===== src/core/compact_timer_pkg.sv =====
// Package with register map, field layouts and timing constants of the compact timer
// Function
// - Comparators A and P each raise interrupts
// - Ten-bit up-counter on internal or external clock
// - P checks top three bits, A all ten
// - Software only clears counter via run rising
// - Counter self-clears on overflow or selected match
// - Counter read-only pair, compare A read/write pair
// - Low byte write fills holding buffer only
// - High byte write also copies buffer to low
// - High byte read captures low into buffer
// - Low byte read returns holding buffer
// - Second output pin is inverse of first
// - Pins set, clear, toggle or carry PWM
// - Pause bit freezes counter, keeps value
// - Clock codes pick system clock, divided or not, or sub clock
// - Codes 110/111 count external rising/falling edges
// - Control register 0 resets to zero
// - Run rising clears counter, restores pin level
// - Period field in 128-clock steps, 000 overflow
// - Clear select picks A or P, PWM ignores
// - Mode field: compare, PWM, timer, 01 undefined
package compact_timer_pkg;

  localparam int CNT_W = 10;
  localparam int PER_W = 3;

  // Register byte offsets
  localparam logic [7:0] OFS_CONTROL_0 = 8'h00;
  localparam logic [7:0] OFS_CONTROL_1 = 8'h04;
  localparam logic [7:0] OFS_CNT_LOW   = 8'h08;
  localparam logic [7:0] OFS_CNT_HIGH  = 8'h0C;
  localparam logic [7:0] OFS_CMPA_LOW  = 8'h10;
  localparam logic [7:0] OFS_CMPA_HIGH = 8'h14;

  localparam logic [7:0] CONTROL_0_RESET = 8'h00;
  localparam logic [7:0] CONTROL_1_RESET = 8'h00;

  // Clock select codes
  localparam logic [2:0] CLK_SYS_DIV4  = 3'h0;
  localparam logic [2:0] CLK_SYS       = 3'h1;
  localparam logic [2:0] CLK_HIGH_D16  = 3'h2;
  localparam logic [2:0] CLK_HIGH_D64  = 3'h3;
  localparam logic [2:0] CLK_SUB_A     = 3'h4;
  localparam logic [2:0] CLK_SUB_B     = 3'h5;
  localparam logic [2:0] CLK_EXT_RISE  = 3'h6;
  localparam logic [2:0] CLK_EXT_FALL  = 3'h7;

  // Prescaler masks for the divided clocks
  localparam int PRE_W = 6;
  localparam logic [5:0] DIV4_MASK  = 6'h03;
  localparam logic [5:0] DIV16_MASK = 6'h0F;
  localparam logic [5:0] DIV64_MASK = 6'h3F;

  // Operating modes
  localparam logic [1:0] MODE_COMPARE = 2'h0;
  localparam logic [1:0] MODE_PWM     = 2'h2;
  localparam logic [1:0] MODE_TIMER   = 2'h3;

  // Pin actions
  localparam logic [1:0] ACT_NONE   = 2'h0;
  localparam logic [1:0] ACT_LOW    = 2'h1;
  localparam logic [1:0] ACT_HIGH   = 2'h2;
  localparam logic [1:0] ACT_TOGGLE = 2'h3;

  typedef struct packed {
    logic       pause_bit;
    logic [2:0] clock_select_field;
    logic       run_enable_bit;
    logic [2:0] period_compare_field;
  } control_0_t;

  typedef struct packed {
    logic [1:0] operating_mode_field;
    logic [1:0] pin_action_field;
    logic       out_initial;
    logic       out_invert;
    logic       pwm_swap;
    logic       clear_source_select;
  } control_1_t;

endpackage


===== src/core/compact_timer.sv =====
// Ten-bit compact timer with APB register access and waveform pins
`timescale 1ns/100ps
module compact_timer
  import compact_timer_pkg::*;
#(
  parameter int ADDR_W = 8
) (
  // APB
  input  wire logic              pclk,
  input  wire logic              presetn,
  input  wire logic              psel,
  input  wire logic              penable,
  input  wire logic              pwrite,
  input  wire logic [ADDR_W-1:0] paddr,
  input  wire logic [31:0]       pwdata,
  output logic                   pready,
  output logic [31:0]            prdata,
  output logic                   pslverr,
  // Clock pins
  input  wire logic              external_clock_pin,
  input  wire logic              sub_clock,
  // Waveform pins
  output logic                   waveform_out_pin,
  output logic                   waveform_out_inverted_pin,
  // Interrupt requests
  output logic                   irq_compare_a,
  output logic                   irq_compare_p
);

  if (ADDR_W < 8) begin : g_check
    $error("compact_timer: ADDR_W must be at least 8");
  end

  control_0_t         ctrl0;
  control_1_t         ctrl1;
  logic [CNT_W-1:0]   cnt;
  logic [CNT_W-1:0]   compare_a_value;
  logic [7:0]         hold;
  logic [7:0]         snap;
  logic               run_prev;
  logic               out_level;
  logic [PRE_W-1:0]   pre;
  logic [1:0]         pin_rise;
  logic [1:0]         pin_fall;
  logic               tick;
  logic               run_rise;
  logic [CNT_W:0]     next_cnt;
  logic               a_match;
  logic               p_match;
  logic               do_clear;
  logic               setup;
  logic               access;
  logic               mapped;
  logic [7:0]         rd_byte;
  logic [7:0]         addr8;

  assign addr8 = paddr[7:0];

  // Pin synchronisers with agreement filter
  logic [1:0] pin_in;
  assign pin_in = {sub_clock, external_clock_pin};

  for (genvar i = 0; i < 2; i++) begin : g_pin
    logic s1;
    logic s2;
    logic s3;
    logic lvl;
    always_ff @(posedge pclk or negedge presetn) begin
      if (!presetn) begin
        s1  <= 1'b0;
        s2  <= 1'b0;
        s3  <= 1'b0;
        lvl <= 1'b0;
      end else begin
        s1 <= pin_in[i];
        s2 <= s1;
        s3 <= s2;
        if (s2 == s3) begin
          lvl <= s3;
        end
      end
    end
    assign pin_rise[i] = (s2 == s3) && s3 && !lvl;
    assign pin_fall[i] = (s2 == s3) && !s3 && lvl;
  end

  // Prescaler for divided internal clocks
  always_ff @(posedge pclk or negedge presetn) begin
    if (!presetn) begin
      pre <= '0;
    end else begin
      pre <= pre + 6'h01;
    end
  end

  // Counting tick from the selected source
  always_comb begin
    case (ctrl0.clock_select_field)
      CLK_SYS_DIV4: tick = (pre & DIV4_MASK) == DIV4_MASK;
      CLK_SYS:      tick = 1'b1;
      CLK_HIGH_D16: tick = (pre & DIV16_MASK) == DIV16_MASK;
      CLK_HIGH_D64: tick = (pre & DIV64_MASK) == DIV64_MASK;
      CLK_SUB_A,
      CLK_SUB_B:    tick = pin_rise[1];
      CLK_EXT_RISE: tick = pin_rise[0];
      CLK_EXT_FALL: tick = pin_fall[0];
      default:      tick = 1'b0;
    endcase
  end

  logic count_en;
  assign count_en = ctrl0.run_enable_bit && !ctrl0.pause_bit && tick;
  assign run_rise = ctrl0.run_enable_bit && !run_prev;
  assign next_cnt = {1'b0, cnt} + 11'h001;

  // Comparators, evaluated on the value the counter is about to reach
  assign a_match = count_en && (next_cnt[CNT_W-1:0] == compare_a_value);
  always_comb begin
    if (ctrl0.period_compare_field == 3'h0) begin
      p_match = count_en && next_cnt[CNT_W];
    end else begin
      p_match = count_en && (next_cnt[9:7] == ctrl0.period_compare_field)
                && (next_cnt[6:0] == 7'h00);
    end
  end

  // Clear source: PWM clears on its period comparator
  always_comb begin
    if (ctrl1.operating_mode_field == MODE_PWM) begin
      do_clear = ctrl1.pwm_swap ? a_match : p_match;
    end else begin
      do_clear = ctrl1.clear_source_select ? a_match : p_match;
    end
  end

  always_ff @(posedge pclk or negedge presetn) begin
    if (!presetn) begin
      run_prev <= 1'b0;
    end else begin
      run_prev <= ctrl0.run_enable_bit;
    end
  end

  // Counter
  always_ff @(posedge pclk or negedge presetn) begin
    if (!presetn) begin
      cnt <= '0;
    end else if (run_rise) begin
      cnt <= '0;
    end else if (count_en) begin
      cnt <= do_clear ? '0 : next_cnt[CNT_W-1:0];
    end
  end

  // Interrupt pulses
  always_ff @(posedge pclk or negedge presetn) begin
    if (!presetn) begin
      irq_compare_a <= 1'b0;
      irq_compare_p <= 1'b0;
    end else begin
      irq_compare_a <= a_match;
      irq_compare_p <= p_match;
    end
  end

  // Output level
  logic pwm_active;
  always_comb begin
    if (ctrl1.pwm_swap) begin
      pwm_active = cnt[9:7] < ctrl0.period_compare_field;
    end else begin
      pwm_active = cnt < compare_a_value;
    end
  end

  always_ff @(posedge pclk or negedge presetn) begin
    if (!presetn) begin
      out_level <= 1'b0;
    end else if (run_rise) begin
      out_level <= ctrl1.out_initial;
    end else begin
      case (ctrl1.operating_mode_field)
        MODE_COMPARE: begin
          if (a_match) begin
            case (ctrl1.pin_action_field)
              ACT_LOW:    out_level <= 1'b0;
              ACT_HIGH:   out_level <= 1'b1;
              ACT_TOGGLE: out_level <= !out_level;
              default:    out_level <= out_level;
            endcase
          end
        end
        MODE_PWM: begin
          case (ctrl1.pin_action_field)
            2'h0:    out_level <= !ctrl1.out_initial;
            2'h1:    out_level <= ctrl1.out_initial;
            2'h2:    out_level <= pwm_active ? ctrl1.out_initial : !ctrl1.out_initial;
            default: out_level <= out_level;
          endcase
        end
        default: out_level <= out_level;
      endcase
    end
  end

  always_ff @(posedge pclk or negedge presetn) begin
    if (!presetn) begin
      waveform_out_pin          <= 1'b0;
      waveform_out_inverted_pin <= 1'b1;
    end else begin
      waveform_out_pin          <= out_level ^ ctrl1.out_invert;
      waveform_out_inverted_pin <= !(out_level ^ ctrl1.out_invert);
    end
  end

  // APB slave, zero wait states
  assign setup   = psel && !penable;
  assign access  = psel && penable;
  assign pready  = 1'b1;
  assign mapped  = (paddr[ADDR_W-1:0] >> 8) == '0 &&
                   (addr8 == OFS_CONTROL_0 || addr8 == OFS_CONTROL_1 ||
                    addr8 == OFS_CNT_LOW   || addr8 == OFS_CNT_HIGH  ||
                    addr8 == OFS_CMPA_LOW  || addr8 == OFS_CMPA_HIGH);
  assign pslverr = access && !mapped;

  logic wr_acc;
  assign wr_acc = access && pwrite && mapped;

  always_comb begin
    case (addr8)
      OFS_CONTROL_0: rd_byte = ctrl0;
      OFS_CONTROL_1: rd_byte = ctrl1;
      OFS_CNT_LOW,
      OFS_CMPA_LOW:  rd_byte = hold;
      OFS_CNT_HIGH:  rd_byte = {6'h00, cnt[9:8]};
      OFS_CMPA_HIGH: rd_byte = {6'h00, compare_a_value[9:8]};
      default:       rd_byte = 8'h00;
    endcase
  end

  // Read data and low-byte snapshot taken in the setup cycle
  always_ff @(posedge pclk or negedge presetn) begin
    if (!presetn) begin
      prdata <= 32'h0000_0000;
      snap   <= 8'h00;
    end else if (setup) begin
      prdata <= (mapped && !pwrite) ? {24'h00_0000, rd_byte} : 32'h0000_0000;
      snap   <= (addr8 == OFS_CNT_HIGH) ? cnt[7:0] : compare_a_value[7:0];
    end
  end

  // Control registers
  always_ff @(posedge pclk or negedge presetn) begin
    if (!presetn) begin
      ctrl0 <= CONTROL_0_RESET;
      ctrl1 <= CONTROL_1_RESET;
    end else if (wr_acc) begin
      if (addr8 == OFS_CONTROL_0) begin
        ctrl0 <= pwdata[7:0];
      end
      if (addr8 == OFS_CONTROL_1) begin
        ctrl1 <= pwdata[7:0];
      end
    end
  end

  // Holding buffer and compare A value
  always_ff @(posedge pclk or negedge presetn) begin
    if (!presetn) begin
      hold            <= 8'h00;
      compare_a_value <= '0;
    end else if (access && mapped) begin
      if (pwrite && addr8 == OFS_CMPA_LOW) begin
        hold <= pwdata[7:0];
      end
      if (pwrite && addr8 == OFS_CMPA_HIGH) begin
        compare_a_value <= {pwdata[1:0], hold};
      end
      if (!pwrite && (addr8 == OFS_CNT_HIGH || addr8 == OFS_CMPA_HIGH)) begin
        hold <= snap;
      end
    end
  end

  // Assertions
  a_run_rise_clear: assert property (@(posedge pclk) disable iff (!presetn)
    run_rise |=> cnt == '0) else $error("counter not cleared on run rising");

  a_pause_holds: assert property (@(posedge pclk) disable iff (!presetn)
    (ctrl0.pause_bit && !run_rise) |=> $stable(cnt)) else $error("counter moved in pause");

  a_off_holds: assert property (@(posedge pclk) disable iff (!presetn)
    !ctrl0.run_enable_bit |=> $stable(cnt)) else $error("counter moved while off");

  a_irq_a_cause: assert property (@(posedge pclk) disable iff (!presetn)
    irq_compare_a == $past(a_match)) else $error("compare A request mismatch");

  a_irq_p_pulse: assert property (@(posedge pclk) disable iff (!presetn)
    (irq_compare_p && ctrl0.period_compare_field != 3'h0 && $stable(ctrl0))
      |=> !irq_compare_p) else $error("compare P request longer than one cycle");

  a_pins_inverse: assert property (@(posedge pclk) disable iff (!presetn)
    waveform_out_inverted_pin == !waveform_out_pin) else $error("pins not complementary");

  a_low_write: assert property (@(posedge pclk) disable iff (!presetn)
    (wr_acc && addr8 == OFS_CMPA_LOW)
      |=> hold == $past(pwdata[7:0]) && $stable(compare_a_value))
    else $error("low byte write reached compare value");

  a_high_write: assert property (@(posedge pclk) disable iff (!presetn)
    (wr_acc && addr8 == OFS_CMPA_HIGH)
      |=> compare_a_value == {$past(pwdata[1:0]), $past(hold)})
    else $error("high byte write did not merge buffer");

  a_high_read: assert property (@(posedge pclk) disable iff (!presetn)
    (setup && !pwrite && addr8 == OFS_CMPA_HIGH) ##1 access
      |=> hold == $past(compare_a_value[7:0], 2)) else $error("high read missed capture");

  a_low_read: assert property (@(posedge pclk) disable iff (!presetn)
    (setup && !pwrite && addr8 == OFS_CNT_LOW)
      |=> prdata == {24'h00_0000, $past(hold)}) else $error("low read not from buffer");

  a_period_clear: assert property (@(posedge pclk) disable iff (!presetn)
    (p_match && !run_rise && ctrl1.operating_mode_field != MODE_PWM
      && !ctrl1.clear_source_select) |=> cnt == '0) else $error("period match did not clear");

  a_cmp_toggle: assert property (@(posedge pclk) disable iff (!presetn)
    (a_match && !run_rise && ctrl1.operating_mode_field == MODE_COMPARE
      && ctrl1.pin_action_field == ACT_TOGGLE) |=> out_level != $past(out_level))
    else $error("toggle action missing");

  a_irq_p_cause: assert property (@(posedge pclk) disable iff (!presetn)
    irq_compare_p == $past(p_match)) else $error("compare P request mismatch");

  a_count_step: assert property (@(posedge pclk) disable iff (!presetn)
    (count_en && !do_clear && !run_rise) |=> cnt == $past(cnt) + 10'h001)
    else $error("counter did not advance by one");

  a_clear_on_a: assert property (@(posedge pclk) disable iff (!presetn)
    (a_match && !run_rise && ctrl1.operating_mode_field != MODE_PWM
      && ctrl1.clear_source_select) |=> cnt == '0)
    else $error("compare A match did not clear");

  a_overflow_wrap: assert property (@(posedge pclk) disable iff (!presetn)
    (count_en && cnt == '1 && !run_rise) |=> cnt == '0) else $error("counter overflow not cleared");

  a_run_pin_init: assert property (@(posedge pclk) disable iff (!presetn)
    run_rise |=> out_level == $past(ctrl1.out_initial)) else $error("pin level not restored");

  a_timer_pin_hold: assert property (@(posedge pclk) disable iff (!presetn)
    (ctrl1.operating_mode_field == MODE_TIMER && !run_rise) |=> $stable(out_level))
    else $error("pin level moved in timer mode");

  a_pwm_inactive: assert property (@(posedge pclk) disable iff (!presetn)
    (ctrl1.operating_mode_field == MODE_PWM && ctrl1.pin_action_field == 2'h0 && !run_rise)
      |=> out_level != $past(ctrl1.out_initial)) else $error("PWM inactive level wrong");

  a_cnt_high_read: assert property (@(posedge pclk) disable iff (!presetn)
    (setup && !pwrite && addr8 == OFS_CNT_HIGH) ##1 access
      |=> hold == $past(cnt[7:0], 2)) else $error("counter high read missed capture");

  a_div4_spacing: assert property (@(posedge pclk) disable iff (!presetn)
    (count_en && ctrl0.clock_select_field == CLK_SYS_DIV4 && !wr_acc) |=> !count_en)
    else $error("divided clock ticked twice in a row");

  a_pause_no_match: assert property (@(posedge pclk) disable iff (!presetn)
    ctrl0.pause_bit |-> !a_match && !p_match) else $error("match seen while paused");

  a_cmp_high: assert property (@(posedge pclk) disable iff (!presetn)
    (a_match && !run_rise && ctrl1.operating_mode_field == MODE_COMPARE
      && ctrl1.pin_action_field == ACT_HIGH) |=> out_level)
    else $error("set-high action missing");

  a_cmp_low: assert property (@(posedge pclk) disable iff (!presetn)
    (a_match && !run_rise && ctrl1.operating_mode_field == MODE_COMPARE
      && ctrl1.pin_action_field == ACT_LOW) |=> !out_level)
    else $error("set-low action missing");

endmodule // compact_timer


===== config.mk =====
export PLATFORM = sky130hd
export DESIGN_NAME = compact_timer
export DESIGN_NICKNAME = d
export VERILOG_FILES = /design/src/core/compact_timer_pkg.sv /design/src/core/compact_timer.sv
export SDC_FILE = /design/constraint.sdc
export NUM_CORES = 1
export LEC_CHECK = 0
export BUFFER_PORTS_ARGS = -buffer_cell sky130_fd_sc_hd__buf_2
export CORE_ASPECT_RATIO = 0.7
export CORE_MARGIN = 5
export CORE_UTILIZATION = 35
export DETAILED_ROUTE_END_ITERATION = 8
export PLACE_DENSITY = 0.65
export SYNTH_ARGS = -nofsm -noshare
export SYNTH_HDL_FRONTEND = slang
export SYNTH_SLANG_ARGS = --single-unit

===== constraint.sdc =====
create_clock -name pclk -period 5 [get_ports pclk]
set_input_delay 0.25 -clock pclk [delete_from_list [all_inputs] [get_ports pclk]]
set_output_delay 0.25 -clock pclk [all_outputs]
set_load 0.05 [all_outputs]

Yosys cells after proc, flatten, opt, wreduce, memory -nomap -nowiden
Index checks and enable logic that the tools add are counted.
- register bits after elaboration: 104
- input bits: 47
- output and inout bits: 38
- logic and storage cells: 137
- add/subtract/negate cells: 2
- $lt $le $gt $ge: 2
- equality and inequality tests: 26
- multiplexer cells: 20
- bitwise operators: 1
- reductions and logical operators: 56
- operators by type and width (kind ; count):
    8-bit case mux with 5 select lines ; 1
    8-bit 2-to-1 mux ; 4
    10-bit 2-to-1 mux ; 3
    1-bit logical AND ; 23
    8-bit by 4-bit == test with 1-bit output (second input constant) ; 2
    8-bit by 5-bit == test with 1-bit output (second input constant) ; 2
    3-bit == test (second input constant) ; 4
    10-bit by 1-bit adder with 11-bit output (second input constant) ; 1
    1-bit logical NOT ; 11
    10-bit == test ; 1
    10-bit less-than comparator ; 1
    2-bit == test (second input constant) ; 4
    8-bit by 3-bit == test with 1-bit output (second input constant) ; 1
    8-bit logical NOT ; 1
    1-bit 2-to-1 mux ; 8
    2-bit AND reduction ; 4
    7-bit logical NOT ; 1
    1-bit case mux with 7 select lines ; 1
    6-bit by 1-bit adder with 6-bit output (second input constant) ; 1
    3-bit by 2-bit == test with 1-bit output (second input constant) ; 2
    6-bit == test (second input constant) ; 1
    3-bit logical NOT ; 2
    1-bit logical OR ; 6
    1-bit case mux with 3 select lines ; 2
    16 further kinds ; 20

Depth between registers and ports, before layout
Gate-level depths: netlist (run 1).
- depth in word-level cells: 13
- depth in mapped cells: 12

Worst setup path after synthesis (run 1)
No wires, ideal clock.
- path type: reg2reg
- from: register cnt[1]
- to: register cnt[3]
- setup time: 124 ps
- data arrival time: 2480 ps
- required time: 4876 ps
- path slack: 2396 ps
- cell stages (with the launch flop): 12
- buffers on the path: 2
- clock period less this slack: 2604 ps
- cells stage by stage: dfrtp_1 > ha_1 > nand3_2 > buf_6 > nor2_1 > mux2_2 > nor4b_2 > a211oi_1 > nor2_2 > buf_6 > nor2_1 > a211o_1
- longest elaborated chain between the ends: 10
- RTL lines (element ; line ; text):
    from (decl) ; compact_timer.sv:36 ; logic [CNT_W-1:0] cnt;
    from (signal assigned) ; compact_timer.sv:151 ; cnt <= do_clear ? '0 : next_cnt[CNT_W-1:0];
    10-bit by 1-bit adder with 11-bit output * ; compact_timer.sv:114 ; assign next_cnt = {1'b0, cnt} + 11'h001;
    3-bit == test ; compact_timer.sv:122 ; p_match = count_en && (next_cnt[9:7] == ctrl0.period_compare_field)
    1-bit logical AND ; compact_timer.sv:122 ;
    1-bit logical AND ; compact_timer.sv:123 ; && (next_cnt[6:0] == 7'h00);
    1-bit 2-to-1 mux ; compact_timer.sv:119 ; if (ctrl0.period_compare_field == 3'h0) begin
    1-bit 2-to-1 mux, on equally long branches ; compact_timer.sv:132, compact_timer.sv:130 ;
    1-bit 2-to-1 mux ; compact_timer.sv:129 ; if (ctrl1.operating_mode_field == MODE_PWM) begin
    10-bit 2-to-1 mux * ; compact_timer.sv:151 ;
    10-bit 2-to-1 mux * ; compact_timer.sv:150 ; end else if (count_en) begin
    10-bit 2-to-1 mux * ; compact_timer.sv:148 ; end else if (run_rise) begin
Every way passes the cells marked *; elsewhere a longest branch is shown, timed or not. The select of a mux whose other input is x is not followed.
A chain may end at the register's enable or synchronous reset.

Worst setup path after layout (run 1)
- from: register cnt[1]
- to: register cnt[5]
Same word-level chain as after synthesis.

==> results.sh, run 1 <==
export IMPL_synth_edf_count=0
export IMPL_hold_end="g_pin[0].s1"
export IMPL_die_area_um2=17100
export IMPL_grt_max_degree=81
export IMPL_post_place_ws_ps=1370
export IMPL_maxCapViolCount=0
export IMPL_swShare_pct=26.8
export IMPL_r2r_start="cnt[1]"
export IMPL_syn_inst=549
export IMPL_worstHoldPathType="in2reg"
export IMPL_cts_htree_levels=3
export IMPL_ys_types=65
export IMPL_rrSetupSlack_ps=1150
export IMPL_routed_via_density=5.44
export IMPL_setup_viol=0
export IMPL_start_util_pct=36.1
export IMPL_r2r_cells=9
export IMPL_seqPwrFrac_pct=44.2
export IMPL_p_comb_share_pct=9.8
export IMPL_wl_met3_um=1210
export IMPL_crit_fanout=15
export IMPL_grt_overflow=0
export IMPL_hpwlAfterDp_um=10000
export IMPL_startpoint_type="register"
export IMPL_dp_cells=747
export IMPL_tns_ps=0
export IMPL_rsz0062_at_grt="no"
export IMPL_gp_congestion=0.908
export IMPL_nFillCells=1387
export IMPL_ys_async_sr_fraction_pct=100
export IMPL_cp_data_required_time_ps=5230
export IMPL_clkPwrFrac_pct=46.0
export IMPL_dr_max_layer_used="met4"
export IMPL_period_share_pct=76.9
export IMPL_num_rows=36
export IMPL_p_int_mw=1.15
export IMPL_area_delta_synth_final_pct=9.72
export IMPL_worst_slew_pin_slew_ps=1360
export IMPL_grt_pass1_vias=3851
export IMPL_drive_gt1_share_pct=15.9
export IMPL_postRouteAntennaNets=0
export IMPL_end_kind="register"
export IMPL_postCtsResizedCells=0
export IMPL_clock_latency_ps=350
export IMPL_port_buffers=35
export IMPL_drc=0
export IMPL_ys_warnings_count=0
export IMPL_relSlewSlack_pct=8.44
export IMPL_synth_top_area_share_pct=38.9
export IMPL_ff_latch_area_um2=2000
export IMPL_peakVddDrop_v=0.000162
export IMPL_fmax_ghz=0.260
export IMPL_clock_path_buffers=2
export IMPL_cts_sinks=80
export IMPL_yosys_top_cells_area="dfrtp_1 39%, ha_1 5.4%, mux2i_1 4.9%, o21ai_0 4.9%, buf_4 4.6%"
export IMPL_ys_seq_area_share_pct=39.4
export IMPL_cts_buffers_inserted=9
export IMPL_power_density_nw_per_um2=282
export IMPL_status="complete, no violations"
export IMPL_hold_viol=0
export IMPL_ys_ff_latch=80
export IMPL_skew_ps=9.95
export IMPL_num_io_pins=85
export IMPL_synth_largest_area_cell="dfrtp_1"
export IMPL_timing_final_ws_setup_ps=1150
export IMPL_fin_nets=637
export IMPL_grt_first_pass_wirelength_um=21300
export IMPL_multi_input_area_um2=2740
export IMPL_period_minus_slack_ps=3850
export IMPL_drt_initial_drc_count=392
export IMPL_vias=4152
export IMPL_avgSynthCellArea_um2=9.26
export IMPL_hold_start="external_clock_pin"
export IMPL_wl_met1_um=6630
export IMPL_grt_antenna_before_repair=1
export IMPL_cts_root_buffer="clkbuf_16"
export IMPL_r2r_end="cnt[5]"
export IMPL_holdPathStages=1
export IMPL_die_h_um=111
export IMPL_p_leak_nw=2.60
export IMPL_track_usage_pct=15.5
export IMPL_coreArea_um2=14100
export IMPL_clk_pin_slew_ps=60
export IMPL_route_met2_wl_um=5420
export IMPL_wl_per_cell_um=17.5
export IMPL_layout_commonest_cell="dfrtp_1"
export IMPL_critPathArrivalTime_ps=4080
export IMPL_switchingPower_uw=422
export IMPL_whs_ps=13.7
export IMPL_dieWidth_um=154
export IMPL_criticalPathCategory="reg2reg"
export IMPL_drt_wl_total_um=13400
export IMPL_post_route_util_pct=39.6
export IMPL_slew_violations=0
export IMPL_synth_area_um2=5090
export IMPL_cts_tree="done"
export IMPL_num_antenna_cells=0
export IMPL_layout_common_cells="79 x dfrtp_1, 60 x nand2_1, 50 x o21ai_0"
export IMPL_dr_pass1_iters=5
export IMPL_stdcell_count=763
export IMPL_cts_hold_buf=0
export IMPL_ys_flop_type="dfrtp_1"
export IMPL_cts_setup_buffers=0
-- routing by layer --
layer | vias to the layer above | global-route usage [%]
met5 | - | 0
met4 | 0 | 3.29
met3 | 12 | 4.96
met2 | 172 | 20.6
met1 | 2033 | 24.1
li1 | 1935 | -
-- stage by stage --
step           cell area (um^2)  power, mW
2_1_floorplan              5170      0.827
3_3_place_gp               5260      0.858
6_report                   5580       1.57
5_1_grt                    5580       1.63
4_1_cts                    5580       1.58
3_5_place_dp               5260      0.862
-- power by group through the flow --
stage               Clock (mW)  Sequential, mW  Combinational, mW
detailed placement           0           0.708              0.154
global route             0.759           0.700              0.168
global placement             0           0.707              0.151
CTS                      0.733           0.696              0.154
finish                   0.725           0.696              0.154
floorplan                    0           0.719              0.108
-- kinds of logic after synthesis --
| kind of cell | Yosys count | synth area share (%) |
|---|---|---|
| compound gates | 120 | 15.5 |
| xor+xnor | 16 | 2.76 |
| fa+ha+maj | 22 | 5.41 |
| buf+inv | 76 | 8.54 |
| flops | 80 | 39.4 |
| mux | 43 | 8.91 |
| other cells | 2 | 0.148 |
| simple gates | 190 | 19.4 |
-- worst max path at each step --
stage,startpoint,to,cells after the start
floorplan,cnt[1],cnt[3],11
detailed placement,cnt[1],cnt[5],9
CTS,cnt[1],cnt[5],9
finish,cnt[1],cnt[5],9
global placement,cnt[1],cnt[5],9
global route,cnt[0],cnt[5],9
-- cell type report --
cell class / instances / area share [%]
multi-input combinational: 416 / 49.0
sequential: 80 / 35.9
tap: 190 / 4.26
clock buffer: 10 / 4.10
timing repair buffer: 37 / 3.45
clock inverter: 6 / 1.66
inverter: 24 / 1.61
-- worst max-delay path, stage by stage, from the launching register on --
cell       delay [ps]
dfrtp_1           590
ha_1              470
nand3_2           330
o21ai_0           360
o311ai_0          320
nor4_2            380
a2111oi_2         150
nor2_2            650
o21ai_0           260
a21o_1            230
-- registers in the layout (all words and copies together) (netlist names), 2 cells and up --
register,cells
pre,6
ctrl1,8
ctrl0,8
g_pin.s3,2
cnt,10
g_pin.lvl,2
g_pin.s2,2
snap,8
compare_a_value,10
hold,8
g_pin.s1,2
prdata,8
-- synth_stat cells, types with 3 or more instances --
| cell type | count |
|---|---|
| a211oi_1 | 4 |
| a21o_1 | 9 |
| a21oi_1 | 20 |
| and2_1 | 4 |
| and3_1 | 5 |
| buf_2 | 8 |
| buf_4 | 31 |
| buf_6 | 3 |
| clkbuf_1 | 9 |
| dfrtp_1 | 79 |
| ha_1 | 22 |
| inv_1 | 24 |
| mux2_2 | 18 |
| mux2i_1 | 25 |
| nand2_1 | 60 |
| nand2b_1 | 12 |
| nand3_1 | 14 |
| nand3_2 | 3 |
| nand4_1 | 9 |
| nor2_1 | 32 |
| nor2b_1 | 8 |
| nor3_1 | 16 |
| nor4_1 | 4 |
| nor4_2 | 3 |
| o211ai_1 | 5 |
| o21ai_0 | 50 |
| o21ai_1 | 4 |
| o31ai_1 | 3 |
| or3_1 | 3 |
| or4_1 | 3 |
| xnor2_1 | 8 |
| xor2_1 | 8 |
(Power assumes the default switching activity.)
==> run 2: changes to the inputs <==
ABC_AREA = 1   (was unset)
clock period = 3.9 ns   (was 5 ns; I/O delays follow)
==> results.sh, run 2 <==
export IMPL_r2r_end="cnt[0]"
export IMPL_cts_htree_levels=3
export IMPL_ys_warnings_count=0
export IMPL_period_minus_slack_ps=2540
export IMPL_start_util_pct=35.3
export IMPL_peakVddDrop_v=0.000181
export IMPL_worstHoldPathType="in2reg"
export IMPL_p_leak_nw=2.79
export IMPL_criticalPathCategory="reg2reg"
export IMPL_power_density_nw_per_um2=334
export IMPL_synthSimpleGateAreaFrac_pct=24.6
export IMPL_hold_viol=0
export IMPL_die_area_um2=16300
export IMPL_maxCapViolCount=0
export IMPL_port_buffers=35
export IMPL_syn_inst=614
export IMPL_drt_initial_drc_count=383
export IMPL_synth_area_um2=4850
export IMPL_synth_compound_area_share_pct=14.0
export IMPL_drive_gt1_share_pct=16.0
export IMPL_rrSetupSlack_ps=1360
export IMPL_relSlewSlack_pct=38.2
export IMPL_setup_viol=0
export IMPL_synth_top_family_by_area="simple AND/OR/NAND/NOR gates"
export IMPL_cts_buffers_inserted=9
export IMPL_grt_max_degree=43
export IMPL_grt_pass1_vias=3486
export IMPL_hpwlAfterDp_um=9190
export IMPL_r2r_cells=13
export IMPL_dr_pass1_iters=5
export IMPL_ys_seq_area_share_pct=41.3
export IMPL_status="complete, no violations"
export IMPL_wl_per_cell_um=14.3
export IMPL_coreArea_um2=13700
export IMPL_track_usage_pct=15.2
export IMPL_cp_data_required_time_ps=4130
export IMPL_routed_via_density=4.73
export IMPL_total_power_mw=1.81
export IMPL_critPathArrivalTime_ps=2770
export IMPL_holdPathStages=3
export IMPL_whs_ps=206
export IMPL_die_h_um=108
export IMPL_drc=0
export IMPL_synth_edf_count=0
export IMPL_synth_adder_area_share_pct=5.68
export IMPL_clk_pin_slew_ps=60
export IMPL_hold_end="ctrl1[6]"
export IMPL_dieWidth_um=151
export IMPL_post_route_util_pct=39.5
export IMPL_skew_ps=4.25
export IMPL_num_antenna_cells=0
export IMPL_worst_slew_pin_slew_ps=926
export IMPL_hold_start="pwdata[6]"
export IMPL_end_kind="register"
export IMPL_ys_ff_latch=80
export IMPL_synth_top_area_share_pct=40.8
export IMPL_yosys_top_cells_area="dfrtp_1 41%, nand2_1 13%, inv_1 6.9%, o21ai_2 5.8%, ha_1 5.7%"
export IMPL_grt_antenna_before_repair=0
export IMPL_synth_largest_area_cell="dfrtp_1"
export IMPL_cts_root_buffer="clkbuf_16"
export IMPL_num_rows=36
export IMPL_yosys_area_share_xor_xnor_pct=1.08
export IMPL_r2r_start="cnt[0]"
export IMPL_avgSynthCellArea_um2=7.89
export IMPL_num_io_pins=85
export IMPL_fmax_ghz=0.393
export IMPL_drt_wl_total_um=12100
export IMPL_ys_types=39
export IMPL_synthTopCellsByCount="162 x nand2_1, 89 x inv_1, 79 x dfrtp_1"
export IMPL_area_delta_synth_final_pct=11.9
export IMPL_fin_nets=722
export IMPL_vias=4010
export IMPL_nFillCells=1412
export IMPL_slew_violations=0
export IMPL_largestRegisters="cnt (10), compare_a_value (10)"
export IMPL_cts_tree="done"
export IMPL_crit_fanout=10
export IMPL_yosys_mux_area_fraction_pct=0.542
export IMPL_grt_overflow=0
export IMPL_gp_congestion=0.871
export IMPL_tns_ps=0
export IMPL_cts_sinks=80
export IMPL_layout_common_cells="162 x nand2_1, 89 x inv_1, 79 x dfrtp_1"
export IMPL_startpoint_type="register"
export IMPL_clock_path_buffers=2
export IMPL_clock_latency_ps=340
export IMPL_ys_flop_type="dfrtp_1"
export IMPL_layout_commonest_cell="nand2_1"
export IMPL_rsz0062_at_grt="no"
export IMPL_grt_first_pass_wirelength_um=19100
export IMPL_period_share_pct=65.2
export IMPL_yosysMostFrequentCell="nand2_1"
export IMPL_postRouteAntennaNets=0
export IMPL_ys_async_sr_fraction_pct=100
run 2: layout make-up:
cell class                      instances  area, um^2  area share, %
Inverter                               91         342           6.30
Clock buffer                           12         246           4.55
Clock inverter                          3        42.5          0.785
Timing Repair Buffer                   41         230           4.25
Sequential cell                        80        2000           37.0
Tap cell                              190         238           4.39
Multi-Input combinational cell        430        2320           42.8
run 2: what timing repair did:
item,4_1_cts,5_1_grt
hold buffers,3,0
setup buffers,0,0
endpoints found under the hold margin,39,0
resized for setup,0,0
run 2: worst max-delay path, cell delays in order (launching register included):
cell      delay (ps)
dfrtp_1          560
inv_1            190
ha_1             320
o21bai_1         150
nor2_1            90
nand3_1           90
nor2_1           110
nand3_1           90
nor2_1           150
nand3_1          200
nand2_1          140
nand2_2          170
nand3_1          120
nand2_1           60
run 2: stage by stage:
stage / area (um^2) / std cells / setup WS (ps)
after floorplan: 4930 / 637 / 2010
after global placement: 5100 / 829 / 1460
after detailed placement: 5100 / 829 / 1440
after CTS: 5420 / 847 / 1390
after global routing: 5420 / 847 / 1110
final: 5420 / 847 / 1360
run 2: report_power, final:
| part | switching (mW) | total, mW | internal [mW] |
|---|---|---|---|
| Clock | 0.326 | 0.835 | 0.509 |
| Sequential | 0.00493 | 0.844 | 0.839 |
| Combinational | 0.109 | 0.132 | 0.0230 |
run 2: how the worst max path moves through the flow:
stage,startpoint,to,slack (ps),depth (start not counted)
floorplan,cnt[0],cnt[0],2010,14
global placement,cnt[0],cnt[0],1460,13
detailed placement,cnt[0],cnt[9],1440,13
CTS,cnt[0],cnt[9],1390,13
global route,cnt[0],cnt[4],1110,14
finish,cnt[0],cnt[0],1360,13
run 2: cell families (layout without fill, tap and decap cells):
group | after synthesis | after routing
simple gates | 275 | 275
buf+inv | 127 | 147
compound gates | 100 | 100
flops | 80 | 80
fa+ha+maj | 22 | 22
xor+xnor | 6 | 6
other cells | 2 | 25
mux | 2 | 2
run 2: per-layer routing:
metal	wire [um]	up-vias	track usage [%]
met2	4740	132	19.7
met4	131	0	3.82
met1	6300	1875	24.8
met3	905	11	3.44
met5	0	-	0
li1	-	1992	-
